**src/design/qmc_update_params.svh**
```systemverilog
// constants for the quadrature correction update source selection block
`ifndef QMC_UPDATE_PARAMS_SVH
`define QMC_UPDATE_PARAMS_SVH

`define ADDR_W              6
`define DATA_W              16
`define UPDATE_SOURCE_SELECT_ADDR   6'h1e
`define UPDATE_SOURCE_SELECT_RESET  16'h1111
`define STROBE_CTRL_ADDR    6'h1f
`define STROBE_BIT          1
`define AB_OFFSET_ADDR      6'h10
`define CD_OFFSET_ADDR      6'h11
`define AB_CORRECTION_ADDR  6'h12
`define CD_CORRECTION_ADDR  6'h13
`define AB_OFFSET_LSB       12
`define CD_OFFSET_LSB       8
`define AB_CORRECTION_LSB   4
`define CD_CORRECTION_LSB   0
`define SRC_STROBE          3
`define SRC_SYNC            2
`define SRC_TIMING          1
`define SRC_WRITE           0
`define NUM_GROUPS          4
`define ZERO_DATA           16'h0000

`endif

```
**src/design/qmc_update_pkg.sv**
```systemverilog
// types for the quadrature correction update source selection block
`default_nettype none
package qmc_update_pkg;
    typedef logic [3:0]  source_mask_t;
    typedef logic [15:0] word_t;
    typedef enum logic [1:0] {
        GROUP_AB_OFFSET,
        GROUP_CD_OFFSET,
        GROUP_AB_CORRECTION,
        GROUP_CD_CORRECTION
    } group_t;
endpackage
`default_nettype wire

```
**src/design/qmc_update_if.sv**
```systemverilog
// interface carrying per-group update events between the block's modules
`timescale 1ns/1ps
`default_nettype none
interface qmc_update_if;
    logic [3:0] group_write;
    logic [3:0] group_update;
    modport selector (input group_write, output group_update);
    modport bank     (output group_write, input group_update);
endinterface
`default_nettype wire

```
**src/design/qmc_update_sync_select.sv**
```systemverilog
// register bank with double-buffered quadrature correction words
`timescale 1ns/1ps
`default_nettype none
`include "qmc_update_params.svh"
//------------------------------------------------------------
// Contract
// - bits 15:12 pick update sources for AB offset shadows
// - bits 11:8 pick update sources for CD offset shadows
// - bits 7:4 pick update sources for AB correction shadows
// - bits 3:0 pick update sources for CD correction shadows
// - a set bit enables its event; any enabled event updates
// - select register at 0x1e resets to 0x1111
//------------------------------------------------------------
module qmc_update_sync_select (
    input  wire logic        clk_sys_in,
    input  wire logic        rst_n_in,
    input  wire logic [5:0]  addr_in,
    input  wire logic [15:0] wdata_in,
    input  wire logic        wr_in,
    input  wire logic        rd_in,
    input  wire logic        sync_pin_in,
    input  wire logic        timing_reference_pin_in,
    output logic      [15:0] rdata_out,
    output logic      [15:0] ab_offset_out,
    output logic      [15:0] cd_offset_out,
    output logic      [15:0] ab_correction_out,
    output logic      [15:0] cd_correction_out,
    output logic      [3:0]  update_out
);
    qmc_update_pkg::word_t update_source_select;
    logic                  strobe;
    qmc_update_pkg::word_t shadow [4];
    qmc_update_pkg::word_t active [4];
    logic [5:0]            gaddr [4];
    qmc_update_if          upd ();

    assign gaddr[0] = `AB_OFFSET_ADDR;
    assign gaddr[1] = `CD_OFFSET_ADDR;
    assign gaddr[2] = `AB_CORRECTION_ADDR;
    assign gaddr[3] = `CD_CORRECTION_ADDR;

    qmc_update_selector u_sel (
        .select_in (update_source_select),
        .strobe_in (strobe),
        .sync_in   (sync_pin_in),
        .timing_in (timing_reference_pin_in),
        .upd       (upd)
    );

    //------------------------------------------------------------
    // control registers
    //------------------------------------------------------------
    always_ff @(posedge clk_sys_in) begin
        if (!rst_n_in) begin
            update_source_select <= `UPDATE_SOURCE_SELECT_RESET;
        end else if (wr_in && addr_in == `UPDATE_SOURCE_SELECT_ADDR) begin
            update_source_select <= wdata_in;
        end
    end

    // strobe stays asserted while the bit is set
    always_ff @(posedge clk_sys_in) begin
        if (!rst_n_in) begin
            strobe <= 1'b0;
        end else if (wr_in && addr_in == `STROBE_CTRL_ADDR) begin
            strobe <= wdata_in[`STROBE_BIT];
        end
    end

    //------------------------------------------------------------
    // shadow and active copies
    //------------------------------------------------------------
    genvar g;
    generate
        for (g = 0; g < `NUM_GROUPS; g++) begin : g_buf
            assign upd.group_write[g] = wr_in && addr_in == gaddr[g];
            always_ff @(posedge clk_sys_in) begin
                if (!rst_n_in) begin
                    shadow[g] <= `ZERO_DATA;
                end else if (upd.group_write[g]) begin
                    shadow[g] <= wdata_in;
                end
            end
            // a write-triggered update takes the word being written
            always_ff @(posedge clk_sys_in) begin
                if (!rst_n_in) begin
                    active[g] <= `ZERO_DATA;
                end else if (upd.group_update[g]) begin
                    active[g] <= upd.group_write[g] ? wdata_in : shadow[g];
                end
            end
            always_ff @(posedge clk_sys_in) begin
                if (!rst_n_in) begin
                    update_out[g] <= 1'b0;
                end else begin
                    update_out[g] <= upd.group_update[g];
                end
            end
        end
    endgenerate

    assign ab_offset_out     = active[0];
    assign cd_offset_out     = active[1];
    assign ab_correction_out = active[2];
    assign cd_correction_out = active[3];

    //------------------------------------------------------------
    // read port
    //------------------------------------------------------------
    always_ff @(posedge clk_sys_in) begin
        if (!rst_n_in) begin
            rdata_out <= `ZERO_DATA;
        end else if (rd_in) begin
            if (addr_in == `UPDATE_SOURCE_SELECT_ADDR) begin
                rdata_out <= update_source_select;
            end else if (addr_in == `STROBE_CTRL_ADDR) begin
                rdata_out <= 16'(strobe) << `STROBE_BIT;
            end else if (addr_in == `AB_OFFSET_ADDR) begin
                rdata_out <= shadow[0];
            end else if (addr_in == `CD_OFFSET_ADDR) begin
                rdata_out <= shadow[1];
            end else if (addr_in == `AB_CORRECTION_ADDR) begin
                rdata_out <= shadow[2];
            end else if (addr_in == `CD_CORRECTION_ADDR) begin
                rdata_out <= shadow[3];
            end else begin
                rdata_out <= `ZERO_DATA;
            end
        end else begin
            rdata_out <= `ZERO_DATA;
        end
    end

    //------------------------------------------------------------
    // assertions
    //------------------------------------------------------------
    a_select_reset: assert property (@(posedge clk_sys_in)
        !rst_n_in |=> update_source_select == `UPDATE_SOURCE_SELECT_RESET)
        else $error("select register reset value wrong");
    a_select_write: assert property (@(posedge clk_sys_in)
        disable iff (!rst_n_in)
        (wr_in && addr_in == `UPDATE_SOURCE_SELECT_ADDR)
        |=> update_source_select == $past(wdata_in))
        else $error("select register write lost");
    a_select_readback: assert property (@(posedge clk_sys_in)
        disable iff (!rst_n_in)
        (rd_in && addr_in == `UPDATE_SOURCE_SELECT_ADDR)
        |=> rdata_out == $past(update_source_select))
        else $error("select register read back wrong");
    a_strobe_reset: assert property (@(posedge clk_sys_in)
        !rst_n_in |=> !strobe)
        else $error("strobe bit not cleared by reset");
    a_strobe_follow: assert property (@(posedge clk_sys_in)
        disable iff (!rst_n_in)
        (wr_in && addr_in == `STROBE_CTRL_ADDR)
        |=> strobe == $past(wdata_in[`STROBE_BIT]))
        else $error("strobe bit write lost");

    //------------------------------------------------------------
    // ab offset group
    //------------------------------------------------------------
    a_write_update_ab: assert property (@(posedge clk_sys_in)
        disable iff (!rst_n_in)
        (wr_in && addr_in == `AB_OFFSET_ADDR
            && update_source_select[`AB_OFFSET_LSB + `SRC_WRITE])
        |=> ab_offset_out == $past(wdata_in))
        else $error("ab offset auto update missed");
    a_aboff_strobe: assert property (@(posedge clk_sys_in)
        disable iff (!rst_n_in)
        (strobe && update_source_select[`AB_OFFSET_LSB + `SRC_STROBE] && !wr_in)
        |=> ab_offset_out == $past(shadow[0]))
        else $error("ab offset strobe update missed");
    a_aboff_sync: assert property (@(posedge clk_sys_in)
        disable iff (!rst_n_in)
        (sync_pin_in && update_source_select[`AB_OFFSET_LSB + `SRC_SYNC] && !wr_in)
        |=> ab_offset_out == $past(shadow[0]))
        else $error("ab offset sync update missed");
    a_aboff_timing: assert property (@(posedge clk_sys_in)
        disable iff (!rst_n_in)
        (timing_reference_pin_in && update_source_select[`AB_OFFSET_LSB + `SRC_TIMING]
            && !wr_in)
        |=> ab_offset_out == $past(shadow[0]))
        else $error("ab offset timing update missed");
    a_no_event_hold: assert property (@(posedge clk_sys_in)
        disable iff (!rst_n_in)
        (!upd.group_update[0]) |=> $stable(ab_offset_out))
        else $error("active copy changed without update");
    a_pulse_flag: assert property (@(posedge clk_sys_in)
        disable iff (!rst_n_in)
        (sync_pin_in && update_source_select[`AB_OFFSET_LSB + `SRC_SYNC]) |=> update_out[0])
        else $error("enabled event did not update");
    a_aboff_quiet: assert property (@(posedge clk_sys_in)
        disable iff (!rst_n_in)
        (update_source_select[`AB_OFFSET_LSB +: 4] == '0) |=> !update_out[0])
        else $error("ab offset updated while masked");
    a_aboff_shadow: assert property (@(posedge clk_sys_in)
        disable iff (!rst_n_in)
        upd.group_write[0] |=> shadow[0] == $past(wdata_in))
        else $error("ab offset shadow write lost");

    //------------------------------------------------------------
    // cd offset group
    //------------------------------------------------------------
    a_cdoff_write: assert property (@(posedge clk_sys_in)
        disable iff (!rst_n_in)
        (wr_in && addr_in == `CD_OFFSET_ADDR
            && update_source_select[`CD_OFFSET_LSB + `SRC_WRITE])
        |=> cd_offset_out == $past(wdata_in))
        else $error("cd offset auto update missed");
    a_cdoff_strobe: assert property (@(posedge clk_sys_in)
        disable iff (!rst_n_in)
        (strobe && update_source_select[`CD_OFFSET_LSB + `SRC_STROBE] && !wr_in)
        |=> cd_offset_out == $past(shadow[1]))
        else $error("cd offset strobe update missed");
    a_sync_update_cd: assert property (@(posedge clk_sys_in)
        disable iff (!rst_n_in)
        (sync_pin_in && update_source_select[`CD_OFFSET_LSB + `SRC_SYNC] && !wr_in)
        |=> cd_offset_out == $past(shadow[1]))
        else $error("cd offset sync update missed");
    a_cdoff_timing: assert property (@(posedge clk_sys_in)
        disable iff (!rst_n_in)
        (timing_reference_pin_in && update_source_select[`CD_OFFSET_LSB + `SRC_TIMING]
            && !wr_in)
        |=> cd_offset_out == $past(shadow[1]))
        else $error("cd offset timing update missed");
    a_cdoff_hold: assert property (@(posedge clk_sys_in)
        disable iff (!rst_n_in)
        (!upd.group_update[1]) |=> $stable(cd_offset_out))
        else $error("cd offset changed without update");
    a_cdoff_quiet: assert property (@(posedge clk_sys_in)
        disable iff (!rst_n_in)
        (update_source_select[`CD_OFFSET_LSB +: 4] == '0) |=> !update_out[1])
        else $error("cd offset updated while masked");
    a_cdoff_shadow: assert property (@(posedge clk_sys_in)
        disable iff (!rst_n_in)
        upd.group_write[1] |=> shadow[1] == $past(wdata_in))
        else $error("cd offset shadow write lost");

    //------------------------------------------------------------
    // ab correction group
    //------------------------------------------------------------
    a_abcor_write: assert property (@(posedge clk_sys_in)
        disable iff (!rst_n_in)
        (wr_in && addr_in == `AB_CORRECTION_ADDR
            && update_source_select[`AB_CORRECTION_LSB + `SRC_WRITE])
        |=> ab_correction_out == $past(wdata_in))
        else $error("ab correction auto update missed");
    a_abcor_strobe: assert property (@(posedge clk_sys_in)
        disable iff (!rst_n_in)
        (strobe && update_source_select[`AB_CORRECTION_LSB + `SRC_STROBE] && !wr_in)
        |=> ab_correction_out == $past(shadow[2]))
        else $error("ab correction strobe update missed");
    a_abcor_sync: assert property (@(posedge clk_sys_in)
        disable iff (!rst_n_in)
        (sync_pin_in && update_source_select[`AB_CORRECTION_LSB + `SRC_SYNC] && !wr_in)
        |=> ab_correction_out == $past(shadow[2]))
        else $error("ab correction sync update missed");
    a_timing_update_ab: assert property (@(posedge clk_sys_in)
        disable iff (!rst_n_in)
        (timing_reference_pin_in && update_source_select[`AB_CORRECTION_LSB + `SRC_TIMING]
            && !wr_in)
        |=> ab_correction_out == $past(shadow[2]))
        else $error("ab correction timing update missed");
    a_abcor_hold: assert property (@(posedge clk_sys_in)
        disable iff (!rst_n_in)
        (!upd.group_update[2]) |=> $stable(ab_correction_out))
        else $error("ab correction changed without update");
    a_masked_quiet: assert property (@(posedge clk_sys_in)
        disable iff (!rst_n_in)
        (update_source_select[`AB_CORRECTION_LSB +: 4] == '0) |=> !update_out[2])
        else $error("masked group updated");
    a_abcor_shadow: assert property (@(posedge clk_sys_in)
        disable iff (!rst_n_in)
        upd.group_write[2] |=> shadow[2] == $past(wdata_in))
        else $error("ab correction shadow write lost");

    //------------------------------------------------------------
    // cd correction group
    //------------------------------------------------------------
    a_cdcor_write: assert property (@(posedge clk_sys_in)
        disable iff (!rst_n_in)
        (wr_in && addr_in == `CD_CORRECTION_ADDR
            && update_source_select[`CD_CORRECTION_LSB + `SRC_WRITE])
        |=> cd_correction_out == $past(wdata_in))
        else $error("cd correction auto update missed");
    a_strobe_update_cd: assert property (@(posedge clk_sys_in)
        disable iff (!rst_n_in)
        (strobe && update_source_select[`CD_CORRECTION_LSB + `SRC_STROBE] && !wr_in)
        |=> cd_correction_out == $past(shadow[3]))
        else $error("cd correction strobe update missed");
    a_cdcor_sync: assert property (@(posedge clk_sys_in)
        disable iff (!rst_n_in)
        (sync_pin_in && update_source_select[`CD_CORRECTION_LSB + `SRC_SYNC] && !wr_in)
        |=> cd_correction_out == $past(shadow[3]))
        else $error("cd correction sync update missed");
    a_cdcor_timing: assert property (@(posedge clk_sys_in)
        disable iff (!rst_n_in)
        (timing_reference_pin_in && update_source_select[`CD_CORRECTION_LSB + `SRC_TIMING]
            && !wr_in)
        |=> cd_correction_out == $past(shadow[3]))
        else $error("cd correction timing update missed");
    a_cdcor_hold: assert property (@(posedge clk_sys_in)
        disable iff (!rst_n_in)
        (!upd.group_update[3]) |=> $stable(cd_correction_out))
        else $error("cd correction changed without update");
    a_cdcor_quiet: assert property (@(posedge clk_sys_in)
        disable iff (!rst_n_in)
        (update_source_select[`CD_CORRECTION_LSB +: 4] == '0) |=> !update_out[3])
        else $error("cd correction updated while masked");
    a_cdcor_shadow: assert property (@(posedge clk_sys_in)
        disable iff (!rst_n_in)
        upd.group_write[3] |=> shadow[3] == $past(wdata_in))
        else $error("cd correction shadow write lost");
endmodule // qmc_update_sync_select
`default_nettype wire

```
**src/design/qmc_update_selector.sv**
```systemverilog
// combines enabled events into one update per shadow group
`timescale 1ns/1ps
`default_nettype none
`include "qmc_update_params.svh"
module qmc_update_selector (
    input  wire logic [15:0] select_in,
    input  wire logic        strobe_in,
    input  wire logic        sync_in,
    input  wire logic        timing_in,
    qmc_update_if.selector   upd
);
    localparam int LSB [4] = '{`AB_OFFSET_LSB, `CD_OFFSET_LSB,
                               `AB_CORRECTION_LSB, `CD_CORRECTION_LSB};
    genvar g;
    generate
        for (g = 0; g < `NUM_GROUPS; g++) begin : g_grp
            qmc_update_pkg::source_mask_t m;
            assign m = select_in[LSB[g] +: 4];
            // any enabled event fires the update
            assign upd.group_update[g] = (m[`SRC_STROBE] & strobe_in)
                                       | (m[`SRC_SYNC]   & sync_in)
                                       | (m[`SRC_TIMING] & timing_in)
                                       | (m[`SRC_WRITE]  & upd.group_write[g]);
        end
    endgenerate
endmodule // qmc_update_selector
`default_nettype wire

```
**config.mk**
```make
export PLATFORM = sky130hd
export DESIGN_NAME = qmc_update_sync_select
export DESIGN_NICKNAME = d
export VERILOG_FILES = /design/src/design/qmc_update_pkg.sv /design/src/design/qmc_update_if.sv /design/src/design/qmc_update_sync_select.sv /design/src/design/qmc_update_selector.sv
export VERILOG_INCLUDE_DIRS = /design/src /design/src/design
export SDC_FILE = /design/constraint.sdc
export NUM_CORES = 1
export LEC_CHECK = 0
export BUFFER_PORTS_ARGS = -buffer_cell sky130_fd_sc_hd__buf_2
export CORE_ASPECT_RATIO = 0.8
export CORE_MARGIN = 1.5
export CORE_UTILIZATION = 50
export CTS_CLUSTER_SIZE = 40
export DETAILED_ROUTE_END_ITERATION = 7
export PLACE_DENSITY = 0.72
export SYNTH_ARGS = -nofsm -noshare
export SYNTH_HDL_FRONTEND = slang
export SYNTH_SLANG_ARGS = --single-unit
export TNS_END_PERCENT = 5
```
**constraint.sdc**
```tcl
create_clock -name clk_sys_in -period 8.37 [get_ports clk_sys_in]
set_input_delay 0.837 -clock clk_sys_in [delete_from_list [all_inputs] [get_ports clk_sys_in]]
set_output_delay 0.837 -clock clk_sys_in [all_outputs]
set_load 0.03 [all_outputs]
```
=== Yosys cells after proc, flatten, opt, wreduce, memory -nomap -nowiden ===
Memories as Yosys holds them, arrays and structs flattened.
Index checks and enable logic that the tools add are counted.

* Logic and storage cells: 101
* Input port bits: 28
* Output and inout bits: 84
* Memories: 2
* Register bits: 37
* RAM bits: 128

{| class="wikitable"
|+ Memory list
! memory !! depth !! bits a word !! read ports !! clocked after Yosys merged registers in !! write ports !! line !! source
|-
| active || 4 || 16 || 4 || 0 || 4 || qmc_update_sync_select.sv:33 || <nowiki>qmc_update_pkg::word_t active [4];</nowiki>
|-
| shadow || 4 || 16 || 4 || 0 || 4 || qmc_update_sync_select.sv:32 || <nowiki>qmc_update_pkg::word_t shadow [4];</nowiki>
|}

* Bitwise gates (word level): 36
* Mux-type cells: 43
* Reduce and logical (&&, ||, !) cells: 7
* Equal/unequal tests: 6

{| class="wikitable"
|+ Operators with widths
! kind !! number
|-
| 16-bit two-way mux || 18
|-
| 6-bit by 5-bit equality test with 1-bit output, second input constant || 6
|-
| 1-bit two-way mux || 25
|-
| 1-bit bitwise OR || 20
|-
| 1-bit AND || 16
|-
| 1-bit logical AND || 6
|-
| 2-bit AND reduction || 1
|}

=== Depth between registers and ports, before layout ===
* Depth in word-level cells: 8
* Mapped depth: 7
* Mapped depth without buffers: 3

=== Modules after synthesis ===
Synthesis repeated with hierarchy kept, for this count alone.

* Cells, all modules: 657
* Area, all modules: 7,588.5 um^2

{| class="wikitable"
|+ By module, submodules not included
! module !! instances !! area an instance (um^2) !! sequential area each (um^2) !! cells each
|-
| qmc_update_sync_select || 1 || 7,513.5 || 4,584.4 || 645
|-
| qmc_update_selector || 1 || 75.1 || 0.0 || 12
|}

=== Least setup slack after synthesis ===
Ideal clock, no wire load.

* Path type: input to register
* Start: in addr_in[0]
* End: mem shadow[2][0] (netlist bit), enable pin
* Buffers on the path: 3
* Slack: 5,004 ps
* Data arrival time: 2,955 ps
* Setup time: 411 ps
* Cell stages on the path: 5
* Required time: 7,959 ps
* Cell sequence: buf_2 -> or4b_1 -> clkbuf_1 -> clkbuf_1 -> o21ai_0

{| class="wikitable"
|+ RTL lines
! what !! line !! source
|-
| start, declared || qmc_update_sync_select.sv:17 || <nowiki>input wire logic [5:0] addr_in,</nowiki>
|-
| end, declared || qmc_update_sync_select.sv:32 ||
|}

==> results.md <==
* Critical path's top delay family: simple AND/OR/NAND/NOR gates
* Area growth, synth to finish at 15.8%
* WL final at 23500 um
* Yosys cell types at 39
* Final setup vio count at 0
* # fillers at 1245
* CTS tree: yes
* R2R cell count at 3
* DR vias/cell at 6.38
* Ys flop type: edfxtp_1
* GP Congestion at 0.960
* Skew final at 11.4 ps
* Number of global-route vias before repair at 5704
* Drt first pass iters at 6
* Worst vdd ir at 0.000101 V
* Worst endpoint required time at 8430 ps
* DRC viols at 0
* Tot GR Track Use at 0.294
* Commonest non-fill, non-tap cells in the layout: edfxtp_1, buf_2, nand3_1
* Min cycle time layout at 3650 ps
* Post-CTS setup buffers at 0
* Initial Util at 0.513
* EDFF count, synth at 128
* Initial antenna violation count at 1
* Vias at 6182
* CP cell instances: buf_2, buf_4, nor3b_2, nand3_1, nand3_1
* Hold Startpoint: update_source_select[13]$_SDFFE_PN0P_
* I/O pin count at roughly 110
* Worst min path class: reg2reg
* Port Buf Inserts at 111
* Resize count post-CTS at 0
* Status: finished, final reports clean
* Maximum root-to-sink buffer count at 2
* Synth Area per Inst at between 10 and 15 sq um
* Crit-path slowest cell: nor3b_2
* Largest net degree at the start of global routing at 70
* Iter 0 DRT Violations at 1135
* Rel. slew slack at 0.254
* Leakage at 3.32 nW
* Worst-Margin Slew at 1110 ps
* Max Freq at 274 MHz
* PD cells at 206 nW/um^2
* WL/cell at 24.2 um
* Die H at around 110 um
* Worst slack, placed at 4390 ps
* Startpoint class of the critical path: primary input
* Final Hold Fails at 0
* First-pass GRT wire length at 34400 um
* Final global-route overflow total at 0
* Net count after synthesis at 697
* Post-layout worst setup margin at 4720 ps
* Post-Syn Area at 7720 sq um
* Synthesized flop and latch total at 165
* Reg clk slew, reported paths at ~60 ps
* Worst setup path category: in2reg
* Worst skew pair latency at between 400 and 500 ps
* CP endpoint kind: flip-flop
* Num Clock Sinks at 165
* CP max stage delay at around 860 ps
* Fraction of layout cells with a size suffix above 1 at 0.225
* H-tree levels at 4
* Most frequent CP cell: nand3_1
* Arrival time worst endpoint at about 3700 ps
* Post-synthesis sequential area ratio at 0.594
* Root Buffer: clkbuf_16
* Setup slack, reg-to-reg at 6000 ps
* Commonest non-fill, non-tap cell in the layout: edfxtp_1
* Period utilisation layout at 0.436
* # diodes at 0
* Cts bufs inserted at 17
* Setup TNS at 0 ps
* Reg2Reg Capture Point: active[0][2]$_SDFFCE_PN0P_
* RSZ-0062 raised after global routing: no
* FP Rows at 40
* Reg2Reg Launch Point: strobe$_SDFFE_PN0P_
* Hold Path Sink: update_source_select[13]$_SDFFE_PN0P_
* Core area at 15100 sq um
* Die X at 142 um
* Synth Warn # at 0
* HPWL Detailed at 15300 um
* Fraction of registers with async set/reset at 0
* Final-report max-slew violation count at 0
* Buffers and inverters on the worst path at 2
* Worst hold path cell count at 2
* Final ANT Viol Nets at 0
* Setup crit start: addr_in[0]
* Die area at 16200 sq um
* Critical Path Fanout Max at 44
* Post-CTS Hold Buffers at 0
* Max_cap viols at 0
* Final #Nets at 774
* Post-Syn Instances at approximately 670
==> Yosys cell counts, types with 3 or more instances <==
cell type  number  area share
edfxtp_1      128        0.50
nand3_1        88       0.057
o21ai_0        68       0.044
clkbuf_1       51       0.025
mux2i_1        47       0.061
nand2_1        44       0.021
dfxtp_1        37       0.096
a221oi_1       32       0.036
and2_1         32       0.026
and3_1         32       0.026
a21oi_1        18       0.012
a32o_1         15       0.019
nor2_1         12      0.0058
buf_2          11      0.0071
a211oi_2        9       0.015
a211oi_1        7      0.0068
a222oi_1        4      0.0052
buf_6           3      0.0044
nor4_1          3      0.0024
==> logic make-up after synthesis <==
family,after synthesis,share of synthesized area
buffers and inverters,72,0.0407
AND/OR/NAND/NOR,226,0.158
AO/OA/AOI/OAI,158,0.144
flip-flops,165,0.594
multiplexers,48,0.0638
==> area by class of cell <==
class | count | area, sq um | share of cell area
Timing Repair Buffer | 127 | 676 | 0.0755
Clock inverter | 10 | 106 | 0.0119
Tap cell | 210 | 263 | 0.0294
Sequential cell | 165 | 4580 | 0.512
Clock buffer | 22 | 454 | 0.0508
Multi-Input combinational cell | 432 | 2850 | 0.319
Inverter | 3 | 11.3 | 0.00126
==> registers in the layout (all words and copies together) (netlist names) <==
signal	flops
update_out	4
update_source_select	16
strobe	1
shadow	64
active	64
rdata_out	16
==> routing by layer <==
layer	global-route usage	wire [um]	up-vias
met3	0.0908	2910	48
li1	-	-	2725
met5	0	0	-
met1	0.420	9570	3002
met2	0.428	10300	407
met4	0.0969	643	0
==> report_power, final <==
part / internal, mW / switching (mW)
Clock: 0.444 / 0.313
Combinational: 0.0359 / 0.118
Sequential: 0.911 / 0.0207
Total: 1.39 / 0.451
==> how the worst max path moves through the flow <==
| stage | to | slack, ps | cells after the start |
|---|---|---|---|
| 3_5_place_dp | active[0][2]$_SDFFCE_PN0P_ | 4390 | 5 |
| 3_3_place_gp | active[0][12]$_SDFFCE_PN0P_ | 4670 | 5 |
| 6_report | active[0][2]$_SDFFCE_PN0P_ | 4720 | 5 |
| 2_1_floorplan | shadow[2][0]$_SDFFCE_PN0P_ | 5000 | 5 |
| 5_1_grt | active[0][2]$_SDFFCE_PN0P_ | 4500 | 5 |
| 4_1_cts | active[0][2]$_SDFFCE_PN0P_ | 4800 | 5 |
==> per-stage QoR <==
step | utilization | area [sq um] | total power [mW] | hold WS, ps | instances
finish | 0.594 | 8950 | 1.84 | 475 | 969
global route | 0.594 | 8950 | 1.89 | 501 | 969
CTS | 0.594 | 8950 | 1.84 | 475 | 969
detailed placement | 0.557 | 8390 | 1.10 | 467 | 937
global placement | 0.557 | 8390 | 1.09 | 460 | 937
floorplan | - | 7720 | 1.03 | 446 | 669
==> worst min-delay path, cell delays in order, from the launching register on <==
cell,delay (ps)
dfxtp_1,320
nand2_1,60
mux2i_1,50
Note: power is estimated with default switching activity, not from simulation.
